===== src/verilog/irq_pulser_regs.svh =====
// register offsets, field positions, reset values and timing for the interrupt pulser
`ifndef IRQ_PULSER_REGS_SVH
`define IRQ_PULSER_REGS_SVH

// ****************************************************************
// register offsets (byte addresses)
// ****************************************************************
`define REG_IRQ_MASK        8'h00
`define REG_WAKE_EN         8'h04
`define REG_IRQ_CTRL        8'h08
`define REG_IRQ_CAUSE       8'h0c
`define REG_IRQ_STATE       8'h10

// ****************************************************************
// field positions
// ****************************************************************
`define GRP_SUPPLY          0
`define GRP_TEMP            1
`define GRP_BUS             2
`define GRP_HIGHSIDE        3
`define GRP_BRIDGE          4
`define GRP_SERIAL          5
`define CAUSE_WAKE          6
`define CTRL_CYC_EN         0
`define WAKE_CAN            0
`define WAKE_LIN            1
`define WAKE_PIN            2
`define WAKE_TIMER          3
`define WAKE_BRAKE          4

// supply bits 0..3: power-on reset, rail undervolt, rail short, rail overvolt
`define SUP_EXCL_MASK       8'h0f
// thermal bit 0: thermal_shutdown_2
`define THERM_EXCL_MASK     8'h01
// device status bit 0: serial access error, bit 1: checksum error
`define DEV_SER_ERR_MASK    8'h03
// bridge status bits 4..5: lowside_brake_overvolt
`define BRAKE_OV_MASK       8'h30

// ****************************************************************
// reset values
// ****************************************************************
`define IRQ_MASK_RST        6'h3f
`define WAKE_EN_RST         5'h1f
`define CYC_EN_RST          1'b1

// ****************************************************************
// timing
// ****************************************************************
`define IRQ_CLK_PERIOD_NS   4
`define IRQ_PULSE_TIME_US   100
`define IRQ_GAP_TIME_US     100
`define IRQ_REPEAT_TIME_MS  5
`define IRQ_STRAP_FILT_US   64

`endif


===== src/verilog/irq_pkg.sv =====
// types shared by the interrupt pulser modules
package irq_pkg;

    // device operating mode as reported by the mode controller
    typedef enum logic [2:0] {
        MODE_INIT,
        MODE_NORMAL,
        MODE_STOP,
        MODE_SLEEP,
        MODE_RESTART,
        MODE_FAILSAFE
    } mode_t;

    // pin pulse sequencer states
    typedef enum logic [1:0] {
        PS_IDLE,
        PS_LOW,
        PS_GAP
    } pulse_state_t;

endpackage : irq_pkg


===== src/verilog/repeat_timer_if.sv =====
// handshake between the pulser and its repeat interval timer
`timescale 1ns/1ps
interface repeat_timer_if;
    logic start;
    logic stop;
    logic expired;
    logic running;

    modport owner (output start, output stop, input expired, input running);
    modport timer (input start, input stop, output expired, output running);
endinterface : repeat_timer_if


===== src/verilog/repeat_timer.sv =====
// one-shot interval timer used for re-signalling pending events
`timescale 1ns/1ps
module repeat_timer #(
    parameter int unsigned CYC = 1250000
) (
    input  wire logic      i_mclk,
    input  wire logic      i_nrst,
    repeat_timer_if.timer  tmr
);
    typedef struct packed {
        logic [20:0] cnt;
        logic        running;
        logic        expired;
    } tmr_state_t;

    localparam tmr_state_t TMR_RST = '{cnt: 21'h0, running: 1'b0, expired: 1'b0};

    tmr_state_t s;
    tmr_state_t n;

    // count down from the loaded interval, one-cycle expiry pulse
    always_comb begin
        n = s;
        n.expired = 1'b0;
        if (tmr.start) begin
            n.cnt = 21'(CYC - 1);
            n.running = 1'b1;
        end else if (tmr.stop) begin
            n.running = 1'b0;
        end else if (s.running) begin
            if (s.cnt == 21'h0) begin
                n.expired = 1'b1;
                n.running = 1'b0;
            end else begin
                n.cnt = s.cnt - 21'h1;
            end
        end
    end

    // state register
    always_ff @(posedge i_mclk or negedge i_nrst) begin
        if (!i_nrst) begin
            s <= TMR_RST;
        end else begin
            s <= n;
        end
    end

    assign tmr.expired = s.expired;
    assign tmr.running = s.running;
endmodule : repeat_timer


===== src/verilog/strap_filter.sv =====
// filters the interrupt pin level in init mode to pick development mode
`timescale 1ns/1ps
module strap_filter #(
    parameter int unsigned FILT_CYC = 16000
) (
    input  wire logic i_mclk,
    input  wire logic i_nrst,
    input  wire logic i_init,
    input  wire logic i_pin,
    output logic      o_sel,
    output logic      o_valid
);
    typedef struct packed {
        logic [15:0] cnt;
        logic        last;
        logic        sel;
        logic        valid;
    } strap_state_t;

    localparam strap_state_t STRAP_RST = '{cnt: 16'h0, last: 1'b1, sel: 1'b0, valid: 1'b0};

    strap_state_t s;
    strap_state_t n;

    // level must hold for the whole filter time before it is taken
    always_comb begin
        n = s;
        if (i_init) begin
            if (i_pin != s.last) begin
                n.last = i_pin;
                n.cnt = 16'h0;
            end else if (s.cnt == 16'(FILT_CYC - 1)) begin
                n.sel = i_pin;
                n.valid = 1'b1;
            end else begin
                n.cnt = s.cnt + 16'h1;
            end
        end
    end

    // state register, level caught only after reset release
    always_ff @(posedge i_mclk or negedge i_nrst) begin
        if (!i_nrst) begin
            s <= STRAP_RST;
        end else begin
            s <= n;
        end
    end

    assign o_sel = s.sel;
    assign o_valid = s.valid;
endmodule : strap_filter


===== src/verilog/status_event_interrupt_pulser.sv =====
// status event interrupt pulser: group masking, pulse timing, repeat, strap
//
// The register addresses and strobed register access were left to the implementer.
`timescale 1ns/1ps
`include "irq_pulser_regs.svh"

// How it works
// - low pulse of pulse width in Normal/Stop
// - pin stays high at least gap time
// - pulses never change the device mode
// - mask register enables each status group
// - supply group ORs bits except rail/reset
// - temperature group ORs bits except shutdown_2
// - bus, highside, bridge groups OR everything
// - serial group ORs access and checksum errors
// - wake events count only for enabled sources, but stop entry checks all wake and brake bits
// - status and wake interrupts work together
// - rail, shutdown_2, reset flags never pulse
// - no pulses in restart, fail-safe, sleep
// - mode return re-signals only serial errors
// - pending events repeat every repeat period
// - stop entry pulses if wake bits remain
// - status snapshot taken at pulse fall
// - cause bits stay until software clears
// - repeat pulses disabled by cyclic_irq_enable
// - events during pulse merge into it
// - init mode filters pin as strap
module status_event_interrupt_pulser #(
    parameter int unsigned PULSE_CYC  = (`IRQ_PULSE_TIME_US * 1000) / `IRQ_CLK_PERIOD_NS,
    parameter int unsigned GAP_CYC    = (`IRQ_GAP_TIME_US * 1000) / `IRQ_CLK_PERIOD_NS,
    parameter int unsigned REPEAT_CYC = (`IRQ_REPEAT_TIME_MS * 1000000) / `IRQ_CLK_PERIOD_NS,
    parameter int unsigned STRAP_CYC  = (`IRQ_STRAP_FILT_US * 1000) / `IRQ_CLK_PERIOD_NS
) (
    input  wire logic          i_mclk,
    input  wire logic          i_nrst,
    input  wire logic [7:0]    i_addr,
    input  wire logic [31:0]   i_wdata,
    input  wire logic          i_wr,
    input  wire logic          i_rd,
    output logic [31:0]        o_rdata,
    input  irq_pkg::mode_t     i_mode,
    input  wire logic [7:0]    i_supply_status,
    input  wire logic [7:0]    i_thermal_status,
    input  wire logic [7:0]    i_bus_status,
    input  wire logic [7:0]    i_highside_status,
    input  wire logic [7:0]    i_bridge_status,
    input  wire logic [7:0]    i_device_status,
    input  wire logic [3:0]    i_wake_status,
    input  wire logic          i_irq_n_in,
    output logic               o_irq_n_out,
    output logic               o_irq_n_oe,
    output logic               o_status_update,
    output logic               o_sdm_select,
    output logic               o_sdm_valid
);
    import irq_pkg::*;

    // ****************************************************************
    // state
    // ****************************************************************
    typedef struct packed {
        pulse_state_t st;
        logic [15:0]  cnt;
        logic         req;
        logic         irq_n;
        logic         oe;
        logic         upd;
        logic [31:0]  rdata;
        logic [5:0]   mask;
        logic [4:0]   wake_en;
        logic         cyc_en;
        logic [6:0]   cause;
        logic [5:0]   prev_grp;
        logic [4:0]   prev_wake;
        mode_t        prev_mode;
    } pulser_state_t;

    localparam pulser_state_t PULSER_RST = '{
        st:        PS_IDLE,
        cnt:       16'h0,
        req:       1'b0,
        irq_n:     1'b1,
        oe:        1'b0,
        upd:       1'b0,
        rdata:     32'h0,
        mask:      `IRQ_MASK_RST,
        wake_en:   `WAKE_EN_RST,
        cyc_en:    `CYC_EN_RST,
        cause:     7'h0,
        prev_grp:  6'h0,
        prev_wake: 5'h0,
        prev_mode: MODE_INIT
    };

    pulser_state_t s;
    pulser_state_t n;

    // ****************************************************************
    // helpers
    // ****************************************************************
    // or of a status word with some bits left out
    function automatic logic or_except(input logic [7:0] v, input logic [7:0] excl);
        return |(v & ~excl);
    endfunction : or_except

    // modes in which the pin may pulse
    function automatic logic mode_active(input mode_t m);
        return (m == MODE_NORMAL) || (m == MODE_STOP);
    endfunction : mode_active

    logic [5:0] grp_raw;
    logic [5:0] grp_m;
    logic [4:0] wake_vec;
    logic       brake_hit;
    logic       active;
    logic       pending;
    logic       new_evt;
    logic       stop_evt;
    logic       back_evt;
    logic       cyc_evt;
    logic       trig;
    logic [6:0] clr;
    logic [6:0] set_bits;

    repeat_timer_if tmr ();

    // ****************************************************************
    // event sources
    // ****************************************************************
    // group flags, excluded rail/reset/shutdown bits never reach them
    assign grp_raw[`GRP_SUPPLY]   = or_except(i_supply_status, `SUP_EXCL_MASK);
    assign grp_raw[`GRP_TEMP]     = or_except(i_thermal_status, `THERM_EXCL_MASK);
    assign grp_raw[`GRP_BUS]      = |i_bus_status;
    assign grp_raw[`GRP_HIGHSIDE] = |i_highside_status;
    assign grp_raw[`GRP_BRIDGE]   = |i_bridge_status;
    assign grp_raw[`GRP_SERIAL]   = |(i_device_status & `DEV_SER_ERR_MASK);

    // per-group enable
    assign grp_m = grp_raw & s.mask;

    // wake flags only from sources configured for wake
    assign brake_hit = |(i_bridge_status & `BRAKE_OV_MASK);
    assign wake_vec  = {brake_hit, i_wake_status} & s.wake_en;

    assign active  = mode_active(i_mode);
    assign pending = (|grp_m) || (|wake_vec);

    // new flags of either kind start a pulse
    assign new_evt = (|(grp_m & ~s.prev_grp)) || (|(wake_vec & ~s.prev_wake));

    // stop entry with uncleared wake or brake bits
    assign stop_evt = (i_mode == MODE_STOP) && (s.prev_mode != MODE_STOP)
                      && ((|i_wake_status) || brake_hit);

    // back from a silent mode: only serial errors re-signal
    assign back_evt = active && !mode_active(s.prev_mode) && grp_m[`GRP_SERIAL];

    // repeat while something stays uncleared
    assign cyc_evt = tmr.expired && pending && s.cyc_en;

    assign trig = new_evt || stop_evt || back_evt || cyc_evt;

    // cause bits raised this cycle and cleared by software
    assign set_bits = {|(wake_vec & ~s.prev_wake), grp_m & ~s.prev_grp};
    assign clr      = (i_wr && (i_addr == `REG_IRQ_CAUSE)) ? i_wdata[6:0] : 7'h0;

    // ****************************************************************
    // repeat timer control
    // ****************************************************************
    // arm at each pulse start, drop when nothing is pending
    assign tmr.start = s.upd && pending && s.cyc_en;
    assign tmr.stop  = !pending || !s.cyc_en || !active;

    repeat_timer #(
        .CYC (REPEAT_CYC)
    ) u_repeat_timer (
        .i_mclk (i_mclk),
        .i_nrst (i_nrst),
        .tmr    (tmr.timer)
    );

    // ****************************************************************
    // strap sampling in init mode
    // ****************************************************************
    strap_filter #(
        .FILT_CYC (STRAP_CYC)
    ) u_strap_filter (
        .i_mclk  (i_mclk),
        .i_nrst  (i_nrst),
        .i_init  (i_mode == MODE_INIT),
        .i_pin   (i_irq_n_in),
        .o_sel   (o_sdm_select),
        .o_valid (o_sdm_valid)
    );

    // ****************************************************************
    // next state
    // ****************************************************************
    // pulse sequencer, register access and event bookkeeping
    always_comb begin
        n = s;
        n.upd = 1'b0;
        n.rdata = 32'h0;
        n.prev_grp = grp_m;
        n.prev_wake = wake_vec;
        n.prev_mode = i_mode;
        n.oe = (i_mode != MODE_INIT); // pin left free for the strap
        n.cause = (s.cause & ~clr) | set_bits;

        // pulse width, gap, abort on silent mode
        unique case (s.st)
            PS_IDLE: begin
                if (s.req && active) begin
                    n.st = PS_LOW;
                    n.cnt = 16'(PULSE_CYC - 1);
                    n.req = 1'b0;
                    n.irq_n = 1'b0;
                    n.upd = 1'b1;
                end
            end
            PS_LOW: begin
                if (s.cnt == 16'h0 || !active) begin
                    n.st = PS_GAP;
                    n.cnt = 16'(GAP_CYC - 1);
                    n.irq_n = 1'b1;
                end else begin
                    n.cnt = s.cnt - 16'h1;
                end
            end
            PS_GAP: begin
                if (s.cnt == 16'h0) begin
                    n.st = PS_IDLE;
                end else begin
                    n.cnt = s.cnt - 16'h1;
                end
            end
        endcase

        // events while the pin is low fold into that pulse
        if (!active) begin
            n.req = 1'b0;
        end else if (trig && s.irq_n && n.irq_n) begin
            n.req = 1'b1;
        end

        // register writes
        if (i_wr) begin
            case (i_addr)
                `REG_IRQ_MASK: n.mask = i_wdata[5:0];
                `REG_WAKE_EN:  n.wake_en = i_wdata[4:0];
                `REG_IRQ_CTRL: n.cyc_en = i_wdata[`CTRL_CYC_EN];
                default: ;
            endcase
        end

        // register reads, data stand one cycle
        if (i_rd) begin
            case (i_addr)
                `REG_IRQ_MASK:  n.rdata = {26'h0, s.mask};
                `REG_WAKE_EN:   n.rdata = {27'h0, s.wake_en};
                `REG_IRQ_CTRL:  n.rdata = {31'h0, s.cyc_en};
                `REG_IRQ_CAUSE: n.rdata = {25'h0, s.cause};
                `REG_IRQ_STATE: n.rdata = {27'h0, o_sdm_valid, o_sdm_select,
                                           s.req, pending, ~s.irq_n};
                default:        n.rdata = 32'h0;
            endcase
        end
    end

    // state register; nothing here touches the device mode
    always_ff @(posedge i_mclk or negedge i_nrst) begin
        if (!i_nrst) begin
            s <= PULSER_RST;
        end else begin
            s <= n;
        end
    end

    assign o_irq_n_out     = s.irq_n;
    assign o_irq_n_oe      = s.oe;
    assign o_status_update = s.upd;
    assign o_rdata         = s.rdata;

    logic [15:0] low_len_q;
    logic [15:0] high_len_q;

    // length of the current low and high stretches of the pin
    always_ff @(posedge i_mclk or negedge i_nrst) begin
        if (!i_nrst) begin
            low_len_q <= 16'h0;
            high_len_q <= 16'hffff;
        end else begin
            low_len_q <= o_irq_n_out ? 16'h0 : low_len_q + 16'h1;
            if (!o_irq_n_out) begin
                high_len_q <= 16'h0;
            end else if (high_len_q != 16'hffff) begin
                high_len_q <= high_len_q + 16'h1;
            end
        end
    end
endmodule : status_event_interrupt_pulser


===== config.mk =====
export PLATFORM = sky130hd
export DESIGN_NAME = status_event_interrupt_pulser
export DESIGN_NICKNAME = d
export VERILOG_FILES = /design/src/verilog/irq_pkg.sv /design/src/verilog/repeat_timer_if.sv /design/src/verilog/repeat_timer.sv /design/src/verilog/strap_filter.sv /design/src/verilog/status_event_interrupt_pulser.sv
export VERILOG_INCLUDE_DIRS = /design/src /design/src/verilog
export SDC_FILE = /design/constraint.sdc
export NUM_CORES = 1
export LEC_CHECK = 0
export ABC_AREA = 0
export BUFFER_PORTS_ARGS = -buffer_cell sky130_fd_sc_hd__buf_2
export CORE_MARGIN = 4
export CORE_UTILIZATION = 50
export DETAILED_ROUTE_END_ITERATION = 6
export GPL_ROUTABILITY_DRIVEN = 1
export GPL_TIMING_DRIVEN = 0
export PLACE_DENSITY = 0.8
export RECOVER_POWER = 50
export SETUP_SLACK_MARGIN = 0.15
export SLEW_MARGIN = 20
export SYNTH_ARGS = -nofsm -noshare
export SYNTH_HDL_FRONTEND = slang
export SYNTH_SLANG_ARGS = --single-unit

===== constraint.sdc =====
create_clock -name i_mclk -period 2.4 [get_ports i_mclk]
set_input_delay 0.24 -clock i_mclk [delete_from_list [all_inputs] [get_ports i_mclk]]
set_output_delay 0.24 -clock i_mclk [all_outputs]
set_load 0.01 [all_outputs]

==> reports/summary.txt <==
HP Class: input pin to flip-flop
Seq. cell area: 0.00262 sq mm
fin area: 0.00678 sq mm
Worst Setup Path Type: flip-flop to flip-flop
top cell type by total area after synthesis: dfrtp_1
worst reg-to-reg path cell count: 8
hold_sp: i_mode[0]
slack of the critical path: 0.137 ns
Final Hold Viols: 0
Die Height: 114 um
sequential area share after synthesis: 0.465
IO Port Bufs: 73
hpwl dp: 9580 um
CORE AREA: 0.0109 sq mm
overall power: 0.00498 W
first-pass GRT wire length: 22000 um
CTS H-tree lvls: 3
initial core utilization: 0.516
top cells by area, synth: dfrtp_1 40%, dfstp_2 6.5%, buf_4 4.5%, mux2_2 3.8%, nor2_1 3.7%
RSZ-0062 raised after global routing: yes
Multi-input gate area: 0.00281 sq mm
Distinct cells, synth: 75
first drt pass iteration count: 5
commonest cells after routing, fill and taps aside: 90 x dfrtp_1, 70 x buf_2, 55 x nor2_1, 48 x buf_4, 45 x nand2_1
final setup vio count: 0
fillers: 908
Slew Limit Headroom: 0.0384
final worst-path cycle share: 0.943
Arrival @ worst endpoint: 2.56 ns
number of global-route vias before repair: 4707
register bit total from synthesis: 104
Ant. Diodes: 0
Syn Inst Count: 576
Hold Path Depth: 1
clock slew at reported path FFs: 0.07 ns
outcome: finished clean
gr usage total: 0.207
mux share of post-synthesis cell area: 0.0397
Synth-to-Final Area Change: 20.3%
I/O Pins: 137
clk_lat worst skew: 0.36 ns
Synth Warn #: 0
worst-path fanout max: 5
Netlist Area Pre-Place: 0.00564 sq mm
Routed WL per cell: 16.3 um
CP startpoint kind: flip-flop
largest net degree at the start of global routing: 82
Worst Skew: 0.00761 ns
max frequency: 442 MHz
Worst Max-Slew Pin Slew: 1.44 ns
largest family of logic cells by synthesized area: simple AND/OR/NAND/NOR gates
r2r startpoint: u_repeat_timer.s[3]$_DFFE_PN0P_
Final Max Slew Viols: 0
maximum vdd drop: 0.375 mV
Adder-Cell Fraction of Synth Area: 0.0155
Post-synth ARST share: 1.00
GP Congestion: 0.863
CP required: 2.69 ns
PwrDens: 734 mW/mm^2
nets: 808
clock tree buffer depth: 2
post-synthesis average cell area: 9.79 sq um
Fin Setup TNS: 0 ns
Die X: 114 um
WL final: 13800 um
Place WS: -0.00626 ns
DRT iter0 DRCs: 272
WHS Endpoint: s[0]$_DFF_PN0_
final antenna-violating net count: 0
top_reg_cell synth: dfrtp_1
Post-DP Area: 0.00630 sq mm
Clock Sinks: 104
complex-gate fraction of the synthesized area: 0.144
vias per cell: 5.64
post-synth top area share: 0.399
ratio of cells with drive above 1 in the final layout: 0.283
number of enable flip-flop cells after synthesis: 0
post-synthesis simple-gate area fraction: 0.221
R2R Path End: u_repeat_timer.s[16]$_DFFE_PN0P_
leakage power: 3.26 nW
CP Capture Type: flip-flop
min Tclk post-route: 2.26 ns
CTS tree: yes
MaxCap Viol Count: 0
Root Buffer: clkbuf_16
vias post-DR: 4773
post-synthesis share of cell area spent on xor and xnor gates: 0.0451
Inserted Clock Buffers: 9
Overflow after GRT: 0
Die ar.: 0.0130 sq mm
R2R Setup Slk: 0.14 ns
drt drc: 0
FP Rows: 38
commonest non-fill, non-tap cell in the layout: dfrtp_1
initial antenna violation count: 0
## cells by family after synthesis
| kind of cell | Yosys count |
|---|---|
| AO/OA/AOI/OAI | 117 |
| multiplexers | 20 |
| adder cells (fa/ha/maj) | 7 |
| flip-flops | 104 |
| other | 1 |
| buffers and inverters | 70 |
| XOR/XNOR | 29 |
| AND/OR/NAND/NOR | 228 |
## state kept, by name, indices dropped and copies added, names as in the netlist, 7 cells and up
name / flops
s: 52
u_repeat_timer.s: 21
u_strap_filter.s: 17
o_rdata: 7
## report_power, final
group | internal, W | switching, W | leakage (nW)
Clock | 0.000726 | 0.000709 | 0.144
Combinational | 0.000622 | 0.000756 | 1.78
Sequential | 0.00197 | 0.000197 | 1.34
Total | 0.00332 | 0.00166 | 3.26
## critical path, stage by stage, from the launching register on
cell	delay (ns)
dfrtp_1	0.38
inv_1	0.08
ha_1	0.23
nor3b_1	0.15
and4b_2	0.28
a21oi_4	0.24
o21ai_4	0.13
or4_2	0.63
nand2_1	0.09
## how the worst max path moves through the flow
stage / depth (start not counted) / startpoint / slack (ns) / endpoint
final: 8 / u_repeat_timer.s[3]$_DFFE_PN0P_ / 0.14 / u_repeat_timer.s[16]$_DFFE_PN0P_
after global routing: 7 / u_strap_filter.s[3]$_DFFE_PN0P_ / -0.02 / u_strap_filter.s[16]$_DFFE_PN0P_
after CTS: 8 / u_repeat_timer.s[2]$_DFFE_PN0P_ / 0.11 / u_repeat_timer.s[16]$_DFFE_PN0P_
after detailed placement: 8 / i_thermal_status[3] / -0.006 / u_repeat_timer.s[6]$_DFFE_PN0P_
after global placement: 8 / i_thermal_status[3] / 0.01 / u_repeat_timer.s[6]$_DFFE_PN0P_
after floorplan: 5 / u_repeat_timer.s[13]$_DFFE_PN0P_ / 0.28 / u_repeat_timer.s[20]$_DFFE_PN0P_
## cell usage after synthesis, drive strengths merged, types with 6 or more instances
master / instances
o22a: 6
nand4: 7
dfrtp: 90
nor2: 55
nand2b: 7
dfstp: 14
clkbuf: 8
o31ai: 7
ha: 7
nand3: 25
nand2: 47
o21ai: 30
a21o: 9
nor3: 24
or3: 10
mux2: 19
a22oi: 7
xnor2: 12
a21oi: 23
inv: 27
buf: 35
nor4: 7
xor2: 17
or4: 12
## per-stage QoR
stage,util,hold slack [ns],cells
detailed placement,0.576,0.112,814
floorplan,-,-0.0556,600
finish,0.620,0.105,846
global route,0.620,0.106,846
CTS,0.606,0.0617,831
global placement,0.573,0.428,813
## per-layer routing
metal / routed length (um) / vias up / global-route usage
met4: 306 / 0 / 0.0847
met1: 5640 / 2311 / 0.257
met2: 6950 / 168 / 0.355
li1: - / 2267 / -
met3: 897 / 27 / 0.0412
met5: 0 / - / 0
## layout make-up
type | count | area share
tap | 140 | 0.0258
buffer | 43 | 0.0432
clock buffer | 9 | 0.0332
sequential | 104 | 0.386
clock inverter | 7 | 0.00922
timing repair buffer | 89 | 0.0740
inverter | 27 | 0.0149
multi-input combinational | 427 | 0.414
## what timing repair did
| item | in CTS | in global routing |
|---|---|---|
| gates cloned | 0 | 1 |
| endpoints found under the hold margin | 23 | 0 |
| hold buffers | 1 | 0 |
| pin swaps | 1 | 4 |
| gates resized for setup | 4 | 19 |
| setup buffers | 0 | 14 |
| setup endpoints to repair | 17 | 49 |
(Power assumes the default switching activity.)
